## src/include/hpi_cfg_cfg.svh

```systemverilog
// constants for the eight-bit host port access controller
`ifndef HPI_CFG_CFG_SVH
`define HPI_CFG_CFG_SVH

// avalon slave: byte addresses, one 32-bit word per register
`define HPI_AVS_AW 5
`define HPI_OFS_CONFIG 5'h00
`define HPI_OFS_ADDR 5'h04
`define HPI_OFS_WDATA 5'h08
`define HPI_OFS_CMD 5'h0C
`define HPI_OFS_RDATA 5'h10
`define HPI_OFS_STATUS 5'h14

// config register fields
`define HPI_CFG_W 14
`define HPI_F_ADDR_LO 0
`define HPI_F_ADDR_HI 1
`define HPI_F_SETUP_LO 2
`define HPI_F_SETUP_HI 3
`define HPI_F_STROBE_LO 4
`define HPI_F_STROBE_HI 7
`define HPI_F_HOLD_LO 8
`define HPI_F_HOLD_HI 9
`define HPI_F_RECOV_LO 10
`define HPI_F_RECOV_HI 13
`define HPI_CFG_RESET 14'h0232

// command and status bits
`define HPI_CMD_GO 0
`define HPI_CMD_READ 1
`define HPI_ST_BUSY 0
`define HPI_ST_DONE 1
`define HPI_ST_WAIT 2

// pin widths and phase counter width
`define HPI_PIN_AW 4
`define HPI_DW 8
`define HPI_CNT_W 4
`define HPI_CNT_ZERO 4'h0
`define HPI_CNT_ONE 4'h1

`endif

```

## src/include/hpi_pkg.sv

```systemverilog
// types shared by the host port access controller
package hpi_pkg;
	typedef enum logic [2:0] {
		HPI_IDLE,
		HPI_ADDR,
		HPI_SETUP,
		HPI_STROBE,
		HPI_HOLD,
		HPI_RECOV
	} hpi_state_t;
endpackage

```

## src/include/hpi_phase_if.sv

```systemverilog
// link between the access sequencer and its phase counter
`timescale 1ns/1ns
`include "hpi_cfg_cfg.svh"
interface hpi_phase_if;
	logic load;
	logic [`HPI_CNT_W-1:0] count;
	logic done;
	modport ctl (output load, output count, input done);
	modport cnt (input load, input count, output done);
endinterface

```

## src/design/hpi_phase_cnt.sv

```systemverilog
// phase length counter: loaded with cycles minus one, done at zero
`timescale 1ns/1ns
`include "hpi_cfg_cfg.svh"
module hpi_phase_cnt (
	input wire logic mclk, // expansion bus clock
	input wire logic rst, // synchronous reset, active high
	hpi_phase_if.cnt ph // load request and done flag
);
	logic [`HPI_CNT_W-1:0] cnt_q;
	logic [`HPI_CNT_W-1:0] cnt_d;

	always_comb begin
		cnt_d = cnt_q;
		if (ph.load) begin
			cnt_d = ph.count;
		end else if (cnt_q != `HPI_CNT_ZERO) begin
			cnt_d = cnt_q - `HPI_CNT_ONE;
		end
	end

	always_ff @(posedge mclk) begin
		if (rst) begin
			cnt_q <= `HPI_CNT_ZERO;
		end else begin
			cnt_q <= cnt_d;
		end
	end

	assign ph.done = (cnt_q == `HPI_CNT_ZERO);
endmodule

```

## src/design/hpi_ctrl.sv

```systemverilog
// eight-bit host port access controller with avalon register slave
//
// Register access over Avalon-MM and the placing of the registers were chosen for this implementation.
`timescale 1ns/1ns
`include "hpi_cfg_cfg.svh"

// What this block does
// - address phase lasts one clock past wait
// - setup phase lasts one clock past wait
// - address and strobe phases stall during wait
// - recovery parameter sets gap between accesses
// - write to write gap at least recovery plus address parameter plus 4 clocks, 4 to 22 clocks
// - strobe follows chip select within 4 clocks without wait
// - write strobe pulse lasts strobe parameter plus one clocks, 1 to 16 clocks without wait
// - write data valid before strobe rising edge
// - every phase counts expansion bus clocks
module hpi_ctrl (
	input wire logic mclk, // expansion bus clock, 250 MHz
	input wire logic rst, // synchronous reset, active high
	input wire logic [`HPI_AVS_AW-1:0] avs_address, // byte address
	input wire logic avs_read, // read request
	input wire logic avs_write, // write request
	input wire logic [31:0] avs_writedata, // write data
	input wire logic [3:0] avs_byteenable, // byte lane enables
	output logic [31:0] avs_readdata, // read data
	output logic avs_waitrequest, // stall, high until answer
	output logic host_cs_n, // chip select to dsp, active low
	output logic host_data_strobe_one_n, // data strobe, active low
	output logic host_rnw, // high for read access
	output logic [`HPI_PIN_AW-1:0] host_addr, // host port address lines
	output logic [`HPI_DW-1:0] host_data_o, // data bus drive value
	output logic host_data_oe, // data bus drive enable
	input wire logic [`HPI_DW-1:0] host_data_i, // data bus pin level
	input wire logic dsp_wait_request // dsp asks to stretch, active high
);
	import hpi_pkg::*;

	// merge a 32-bit write into an old value under byte enables
	function automatic logic [31:0] be_merge(input logic [31:0] old_v, input logic [31:0] new_v,
		input logic [3:0] be);
		logic [31:0] r;
		r = old_v;
		for (int i = 0; i < 4; i++) begin
			if (be[i]) begin
				r[i*8 +: 8] = new_v[i*8 +: 8];
			end
		end
		return r;
	endfunction

	// widen a two-bit phase parameter to counter width
	function automatic logic [`HPI_CNT_W-1:0] widen2(input logic [1:0] v);
		return {2'h0, v};
	endfunction

	hpi_phase_if ph ();

	hpi_phase_cnt hpi_phase_cnt_i (
		.mclk(mclk),
		.rst(rst),
		.ph(ph)
	);

	// bus slave state
	logic wr_q, wr_d;
	logic [31:0] rdata_q, rdata_d;
	logic [`HPI_CFG_W-1:0] cfg_q, cfg_d;
	logic [`HPI_PIN_AW-1:0] addr_reg_q, addr_reg_d;
	logic [`HPI_DW-1:0] wdata_q, wdata_d;
	logic [`HPI_DW-1:0] rx_q, rx_d;
	logic go_q, go_d;
	logic rd_cmd_q, rd_cmd_d;
	logic done_q, done_d;

	// access sequencer and pin state
	hpi_state_t st_q, st_d;
	logic cs_n_q, cs_n_d;
	logic hds_n_q, hds_n_d;
	logic rnw_q, rnw_d;
	logic [`HPI_PIN_AW-1:0] haddr_q, haddr_d;
	logic [`HPI_DW-1:0] hdo_q, hdo_d;
	logic hoe_q, hoe_d;
	logic acc_rd_q, acc_rd_d;

	// synchronisers for pins from the dsp
	logic wait_m_q, wait_s_q, wait_p_q;
	logic [`HPI_DW-1:0] din_m_q, din_s_q;

	logic commit;
	logic finish;
	logic stall;
	logic [31:0] wmerge;

	always_ff @(posedge mclk) begin
		if (rst) begin
			wait_m_q <= 1'b0;
			wait_s_q <= 1'b0;
			wait_p_q <= 1'b0;
			din_m_q <= '0;
			din_s_q <= '0;
		end else begin
			wait_m_q <= dsp_wait_request;
			wait_s_q <= wait_m_q;
			wait_p_q <= wait_s_q;
			din_m_q <= host_data_i;
			din_s_q <= din_m_q;
		end
	end

	// an address, setup or strobe phase may end only once wait has been low for two samples,
	// which keeps it one further clock past the withdrawal
	assign stall = wait_s_q | wait_p_q;

	// ---------------- register slave ----------------
	always_comb begin
		wr_d = 1'b1;
		rdata_d = rdata_q;
		cfg_d = cfg_q;
		addr_reg_d = addr_reg_q;
		wdata_d = wdata_q;
		go_d = go_q;
		rd_cmd_d = rd_cmd_q;
		done_d = done_q;
		commit = avs_write & ~wr_q;
		wmerge = 32'h0;
		// one wait cycle on every access, read data prepared in it
		if ((avs_read | avs_write) & wr_q) begin
			wr_d = 1'b0;
			if (avs_read) begin
				case (avs_address)
					`HPI_OFS_CONFIG: rdata_d = {18'h0, cfg_q};
					`HPI_OFS_ADDR: rdata_d = {28'h0, addr_reg_q};
					`HPI_OFS_WDATA: rdata_d = {24'h0, wdata_q};
					`HPI_OFS_CMD: rdata_d = {30'h0, rd_cmd_q, go_q};
					`HPI_OFS_RDATA: rdata_d = {24'h0, rx_q};
					`HPI_OFS_STATUS: rdata_d = {29'h0, wait_s_q, done_q, st_q != HPI_IDLE};
					default: rdata_d = 32'h0;
				endcase
			end
		end
		if (commit) begin
			case (avs_address)
				`HPI_OFS_CONFIG: begin
					wmerge = be_merge({18'h0, cfg_q}, avs_writedata, avs_byteenable);
					cfg_d = wmerge[`HPI_CFG_W-1:0];
				end
				`HPI_OFS_ADDR: begin
					wmerge = be_merge({28'h0, addr_reg_q}, avs_writedata, avs_byteenable);
					addr_reg_d = wmerge[`HPI_PIN_AW-1:0];
				end
				`HPI_OFS_WDATA: begin
					wmerge = be_merge({24'h0, wdata_q}, avs_writedata, avs_byteenable);
					wdata_d = wmerge[`HPI_DW-1:0];
				end
				`HPI_OFS_CMD: begin
					// a start while an access is pending or running is dropped
					if (avs_byteenable[0] && avs_writedata[`HPI_CMD_GO] && !go_q && st_q == HPI_IDLE) begin
						go_d = 1'b1;
						rd_cmd_d = avs_writedata[`HPI_CMD_READ];
					end
				end
				`HPI_OFS_STATUS: begin
					if (avs_byteenable[0] && avs_writedata[`HPI_ST_DONE]) begin
						done_d = 1'b0;
					end
				end
				default: begin
				end
			endcase
		end
		if (st_q == HPI_IDLE && go_q) begin
			go_d = 1'b0;
		end
		// completion set wins over a clear in the same cycle
		if (finish) begin
			done_d = 1'b1;
		end
	end

	always_ff @(posedge mclk) begin
		if (rst) begin
			wr_q <= 1'b1;
			rdata_q <= 32'h0;
			cfg_q <= `HPI_CFG_RESET;
			addr_reg_q <= '0;
			wdata_q <= '0;
			go_q <= 1'b0;
			rd_cmd_q <= 1'b0;
			done_q <= 1'b0;
		end else begin
			wr_q <= wr_d;
			rdata_q <= rdata_d;
			cfg_q <= cfg_d;
			addr_reg_q <= addr_reg_d;
			wdata_q <= wdata_d;
			go_q <= go_d;
			rd_cmd_q <= rd_cmd_d;
			done_q <= done_d;
		end
	end

	// ---------------- access sequencer ----------------
	always_comb begin
		st_d = st_q;
		ph.load = 1'b0;
		ph.count = `HPI_CNT_ZERO;
		finish = 1'b0;
		acc_rd_d = acc_rd_q;
		rx_d = rx_q;
		haddr_d = haddr_q;
		hdo_d = hdo_q;
		case (st_q)
			HPI_IDLE: begin
				if (go_q) begin
					st_d = HPI_ADDR;
					ph.load = 1'b1;
					ph.count = widen2(cfg_q[`HPI_F_ADDR_HI:`HPI_F_ADDR_LO]);
					acc_rd_d = rd_cmd_q;
					haddr_d = addr_reg_q;
					hdo_d = wdata_q;
				end
			end
			HPI_ADDR: begin
				if (ph.done && !stall) begin
					st_d = HPI_SETUP;
					ph.load = 1'b1;
					ph.count = widen2(cfg_q[`HPI_F_SETUP_HI:`HPI_F_SETUP_LO]);
				end
			end
			HPI_SETUP: begin
				if (ph.done && !stall) begin
					st_d = HPI_STROBE;
					ph.load = 1'b1;
					ph.count = cfg_q[`HPI_F_STROBE_HI:`HPI_F_STROBE_LO];
				end
			end
			HPI_STROBE: begin
				if (ph.done && !stall) begin
					st_d = HPI_HOLD;
					ph.load = 1'b1;
					ph.count = widen2(cfg_q[`HPI_F_HOLD_HI:`HPI_F_HOLD_LO]);
					if (acc_rd_q) begin
						rx_d = din_s_q;
					end
				end
			end
			HPI_HOLD: begin
				if (ph.done) begin
					st_d = HPI_RECOV;
					ph.load = 1'b1;
					ph.count = cfg_q[`HPI_F_RECOV_HI:`HPI_F_RECOV_LO];
					finish = 1'b1;
				end
			end
			HPI_RECOV: begin
				// recovery plus at least two idle cycles gives a gap of parameter plus three before the address phase
				if (ph.done) begin
					st_d = HPI_IDLE;
				end
			end
			default: begin
				st_d = HPI_IDLE;
			end
		endcase
		// pins are decoded from the next state so they leave flops aligned with it
		cs_n_d = !(st_d == HPI_SETUP || st_d == HPI_STROBE || st_d == HPI_HOLD);
		hds_n_d = (st_d != HPI_STROBE);
		rnw_d = (st_d == HPI_IDLE || st_d == HPI_RECOV) ? 1'b1 : acc_rd_d;
		// write data driven through strobe and hold only, so it leads the strobe edge by the strobe width
		hoe_d = !acc_rd_d && (st_d == HPI_STROBE ||
			st_d == HPI_HOLD);
	end

	always_ff @(posedge mclk) begin
		if (rst) begin
			st_q <= HPI_IDLE;
			acc_rd_q <= 1'b0;
			rx_q <= '0;
			cs_n_q <= 1'b1;
			hds_n_q <= 1'b1;
			rnw_q <= 1'b1;
			haddr_q <= '0;
			hdo_q <= '0;
			hoe_q <= 1'b0;
		end else begin
			st_q <= st_d;
			acc_rd_q <= acc_rd_d;
			rx_q <= rx_d;
			cs_n_q <= cs_n_d;
			hds_n_q <= hds_n_d;
			rnw_q <= rnw_d;
			haddr_q <= haddr_d;
			hdo_q <= hdo_d;
			hoe_q <= hoe_d;
		end
	end

	assign avs_waitrequest = wr_q;
	assign avs_readdata = rdata_q;
	assign host_cs_n = cs_n_q;
	assign host_data_strobe_one_n = hds_n_q;
	assign host_rnw = rnw_q;
	assign host_addr = haddr_q;
	assign host_data_o = hdo_q;
	assign host_data_oe = hoe_q;
endmodule

```

## config.mk

```make
export PLATFORM = sky130hd
export DESIGN_NAME = hpi_ctrl
export DESIGN_NICKNAME = d
export VERILOG_FILES = /design/src/include/hpi_pkg.sv /design/src/include/hpi_phase_if.sv /design/src/design/hpi_phase_cnt.sv /design/src/design/hpi_ctrl.sv
export VERILOG_INCLUDE_DIRS = /design/src /design/src/include
export SDC_FILE = /design/constraint.sdc
export NUM_CORES = 1
export LEC_CHECK = 0
export BUFFER_PORTS_ARGS = -buffer_cell sky130_fd_sc_hd__buf_2
export CAP_MARGIN = 0
export CORE_UTILIZATION = 30
export CTS_CLUSTER_DIAMETER = 80
export CTS_CLUSTER_SIZE = 30
export DETAILED_ROUTE_END_ITERATION = 7
export HOLD_SLACK_MARGIN = 0.08
export PLACE_DENSITY_LB_ADDON = 0.12
export SLEW_MARGIN = 10
export SYNTH_ARGS = -nofsm -noshare
export SYNTH_HDL_FRONTEND = slang
export SYNTH_SLANG_ARGS = --single-unit
```

## constraint.sdc

```tcl
create_clock -name mclk -period 2.6 [get_ports mclk]
set_input_delay 0.39 -clock mclk [delete_from_list [all_inputs] [get_ports mclk]]
set_output_delay 0.39 -clock mclk [all_outputs]
set_load 0.1 [all_outputs]
```

==> qor.yml <==
status:
  status: "finished clean"
timing:
  timing.fmax_mhz: 486
  fin_hold_ws_ps: 253
  maxSlewHeadroom_pct: 44.3
  rsz0062_at_grt: "no"
  setup_tns_ps: 0
  slew_viol_final: 0
  fin_skew_ps: 5.02
  period_needed_ps: 2060
  final-setup-viol-count: 0
  hold_viol: 0
  tightest_slew_ps: 835
  final.period_utilization_pct: 79.2
cts:
  ctsHoldBuffers: 0
  cts_buffers: 9
  cts_tree: "yes"
  path_clk_slew_ps: 60
  clockRootBuffer: "clkbuf_16"
  cts.sinks: 95
  cts.path.max_buffers: 2
  htree_levels: 3
  post_cts_buffers: 0
  cts.repair.resized: 0
  insertion_delay_ps: 350
synth:
  ys_seq_area_share_pct: 47.5
  syn_avg_cell_area_um2: 9.35
  synth_edf_count: 0
  syn_inst: 428
  yosys.area.top_type: "dfxtp_1"
  synth_ff_type: "dfxtp_1"
  netlist_area_um2: 4000
  synth_warnings: 0
  yosys.area.top_type_share_pct: 47.5
  synth.area.top_cells: "dfxtp_1 48%, mux2i_1 12%, nor2_1 4.3%"
  async_reset_ff_share_pct: 0
  synth-seq-cells: 95
  synth_cell_types: 54
critical_path:
  r2r_cells: 5
  crit_path_start: "hpi_phase_cnt_i.cnt_q[0]$_SDFFE_PP0P_"
  criticalPathCategory: "flop to flop"
  rrSetupSlack_ps: 540
  critPathCaptureType: "flop"
  worstReg2RegStart: "hpi_phase_cnt_i.cnt_q[0]$_SDFFE_PP0P_"
  cp_data_required_time_ps: 2850
  cp_top_family: "simple AND/OR/NAND/NOR gates"
  path_max_fanout: 9
  worstPathArrival_ps: 2310
  cp_cell_sequence: "inv_1 -> ha_1 -> or3b_1 -> or4_1 -> a311oi_1"
  startpoint_type: "flop"
  worst-path-buf-inv: 1
  worst_path_largest_cell_delay_ps: 560
  slowest_stage: "or4_1"
  worstReg2RegEnd: "hpi_phase_cnt_i.cnt_q[0]$_SDFFE_PP0P_"
  path_depth: 5
  crit_path_end: "hpi_phase_cnt_i.cnt_q[0]$_SDFFE_PP0P_"
detailed_routing:
  drtIter0Drc: 200
  ant_nets: 0
  remaining_drc_errors: 0
  drtPass1Iterations: 5
  routed_wl_um: 9440
  dr_total_vias: 3126
  wl_per_cell_um: 14.3
  avgViaCountPerCell: 4.74
placement:
  io_buffers: 64
  hpwl_um: 6830
  dp_cells: 645
  gp_congestion: 0.779
global_routing:
  grt_pass1_wl_um: 15400
  gr-total-overflow: 0
  grt_max_degree: 82
  first_global_vias: 2936
  grtUsageTotal_pct: 14.4
  antenna_found_initial: 0
die:
  start_util_pct: 31.2
  rows: 41
  die_h_um: 117
  pin_count: 103
  coreArea_um2: 12800
  die_area_um2: 13800
  die_x_um: 117
power:
  power_frac_comb_pct: 14.9
  swShare_pct: 27.2
  power.density_nw_per_um2: 706
  p_leak_nw: 1.95
  clkPwrFrac_pct: 39.1
  p_switching_w: 0.000903
  power_frac_seq_pct: 46.0
  peakVddDrop_v: 0.000357
  p_int_w: 0.00241
finish:
  drive_above_1_share_pct: 19.7
  nets: 539
  final_cells: 660
  areaGrowthSynthToFinish_pct: 17.4
  diodes: 0
worst_hold_path:
  hp-class: "input pin to flop"
  min_path_cells: 2
run:
  drv_cap: 0
cell type report:
cell class | instances | area, um2
fill | 1356 | 8130
timing repair buffer | 70 | 365
multi-input combinational | 299 | 1890
sequential | 95 | 1900
clock buffer | 12 | 246
tap | 172 | 215
clock inverter | 3 | 43.8
inverter | 9 | 33.8
power groups by stage:
stage          clock network (W)  registers, W  logic [W]
5_1_grt                  0.00142       0.00153   0.000544
2_1_floorplan                  0       0.00156   0.000436
3_3_place_gp                   0       0.00156   0.000491
4_1_cts                  0.00134       0.00152   0.000498
3_5_place_dp                   0       0.00156   0.000495
6_report                 0.00130       0.00153   0.000495
cells by family after synthesis:
family,after synthesis,synth area share [%]
compound gates,62,10.2
xor+xnor,3,0.657
fa+ha+maj,1,0.313
buf+inv,51,6.79
flops,95,47.5
mux,50,13.2
other cells,1,0.0937
simple gates,165,21.2
worst min path at each step:
stage / startpoint / endpoint
after floorplan: din_m_q[0]$_SDFF_PP0_ / din_s_q[0]$_SDFF_PP0_
after global placement: din_m_q[7]$_SDFF_PP0_ / din_s_q[7]$_SDFF_PP0_
after detailed placement: din_m_q[5]$_SDFF_PP0_ / din_s_q[5]$_SDFF_PP0_
after CTS: host_data_i[4] / din_m_q[4]$_SDFF_PP0_
after global routing: host_data_i[4] / din_m_q[4]$_SDFF_PP0_
final: host_data_i[3] / din_m_q[3]$_SDFF_PP0_
synth_stat cells (all sizes together), types with 3 or more instances:
cell type,count
nor2,46
o21ai,8
nand3,15
clkbuf,18
nor2b,21
nand2b,3
inv,9
or4,3
dfxtp,95
a21oi,28
nor3,11
mux2i,46
a22oi,7
o32ai,4
nand2,43
buf,24
or3,4
per-layer routing:
layer  GRT usage [%]  vias to the layer above  share of wire [%]
met1            19.5                     1454                 49
met4            4.65                        0                1.3
li1                -                     1566                  -
met2            21.6                       97                 43
met5               0                        -                  0
met3            4.75                        9                6.3
flip-flops by register name (all words and copies together) (netlist names), 3 cells and up:
register	cells
avs_readdata	14
cfg_q	14
din_m_q	8
din_s_q	8
host_data_o	8
rx_q	8
wdata_q	8
addr_reg_q	4
host_addr	4
hpi_phase_cnt_i.cnt_q	4
st_q	3
cell usage in the layout (no fill, tap or decap), types with 8 or more instances in the layout:
cell and n:
conb_1 18, o21ai_0 8, nand3_1 15, dfxtp_1 95, nor2b_1 21, mux2i_1 46, a21oi_1 28, nor3_1 8
nor2_1 46, buf_2 64, clkbuf_16 9, nand2_1 43, inv_1 9
per-stage QoR:
step / instance area [um2] / setup WS, ps / utilization, % / total power (W)
6_report: 4700 / 541 / 36.6 / 0.00332
5_1_grt: 4700 / 304 / 36.6 / 0.00350
4_1_cts: 4700 / 527 / 36.6 / 0.00337
3_5_place_dp: 4410 / 446 / 34.4 / 0.00205
3_3_place_gp: 4410 / 470 / 34.4 / 0.00205
2_1_floorplan: 4070 / 531 / - / 0.00200
Note: power is estimated with default switching activity, not from simulation.
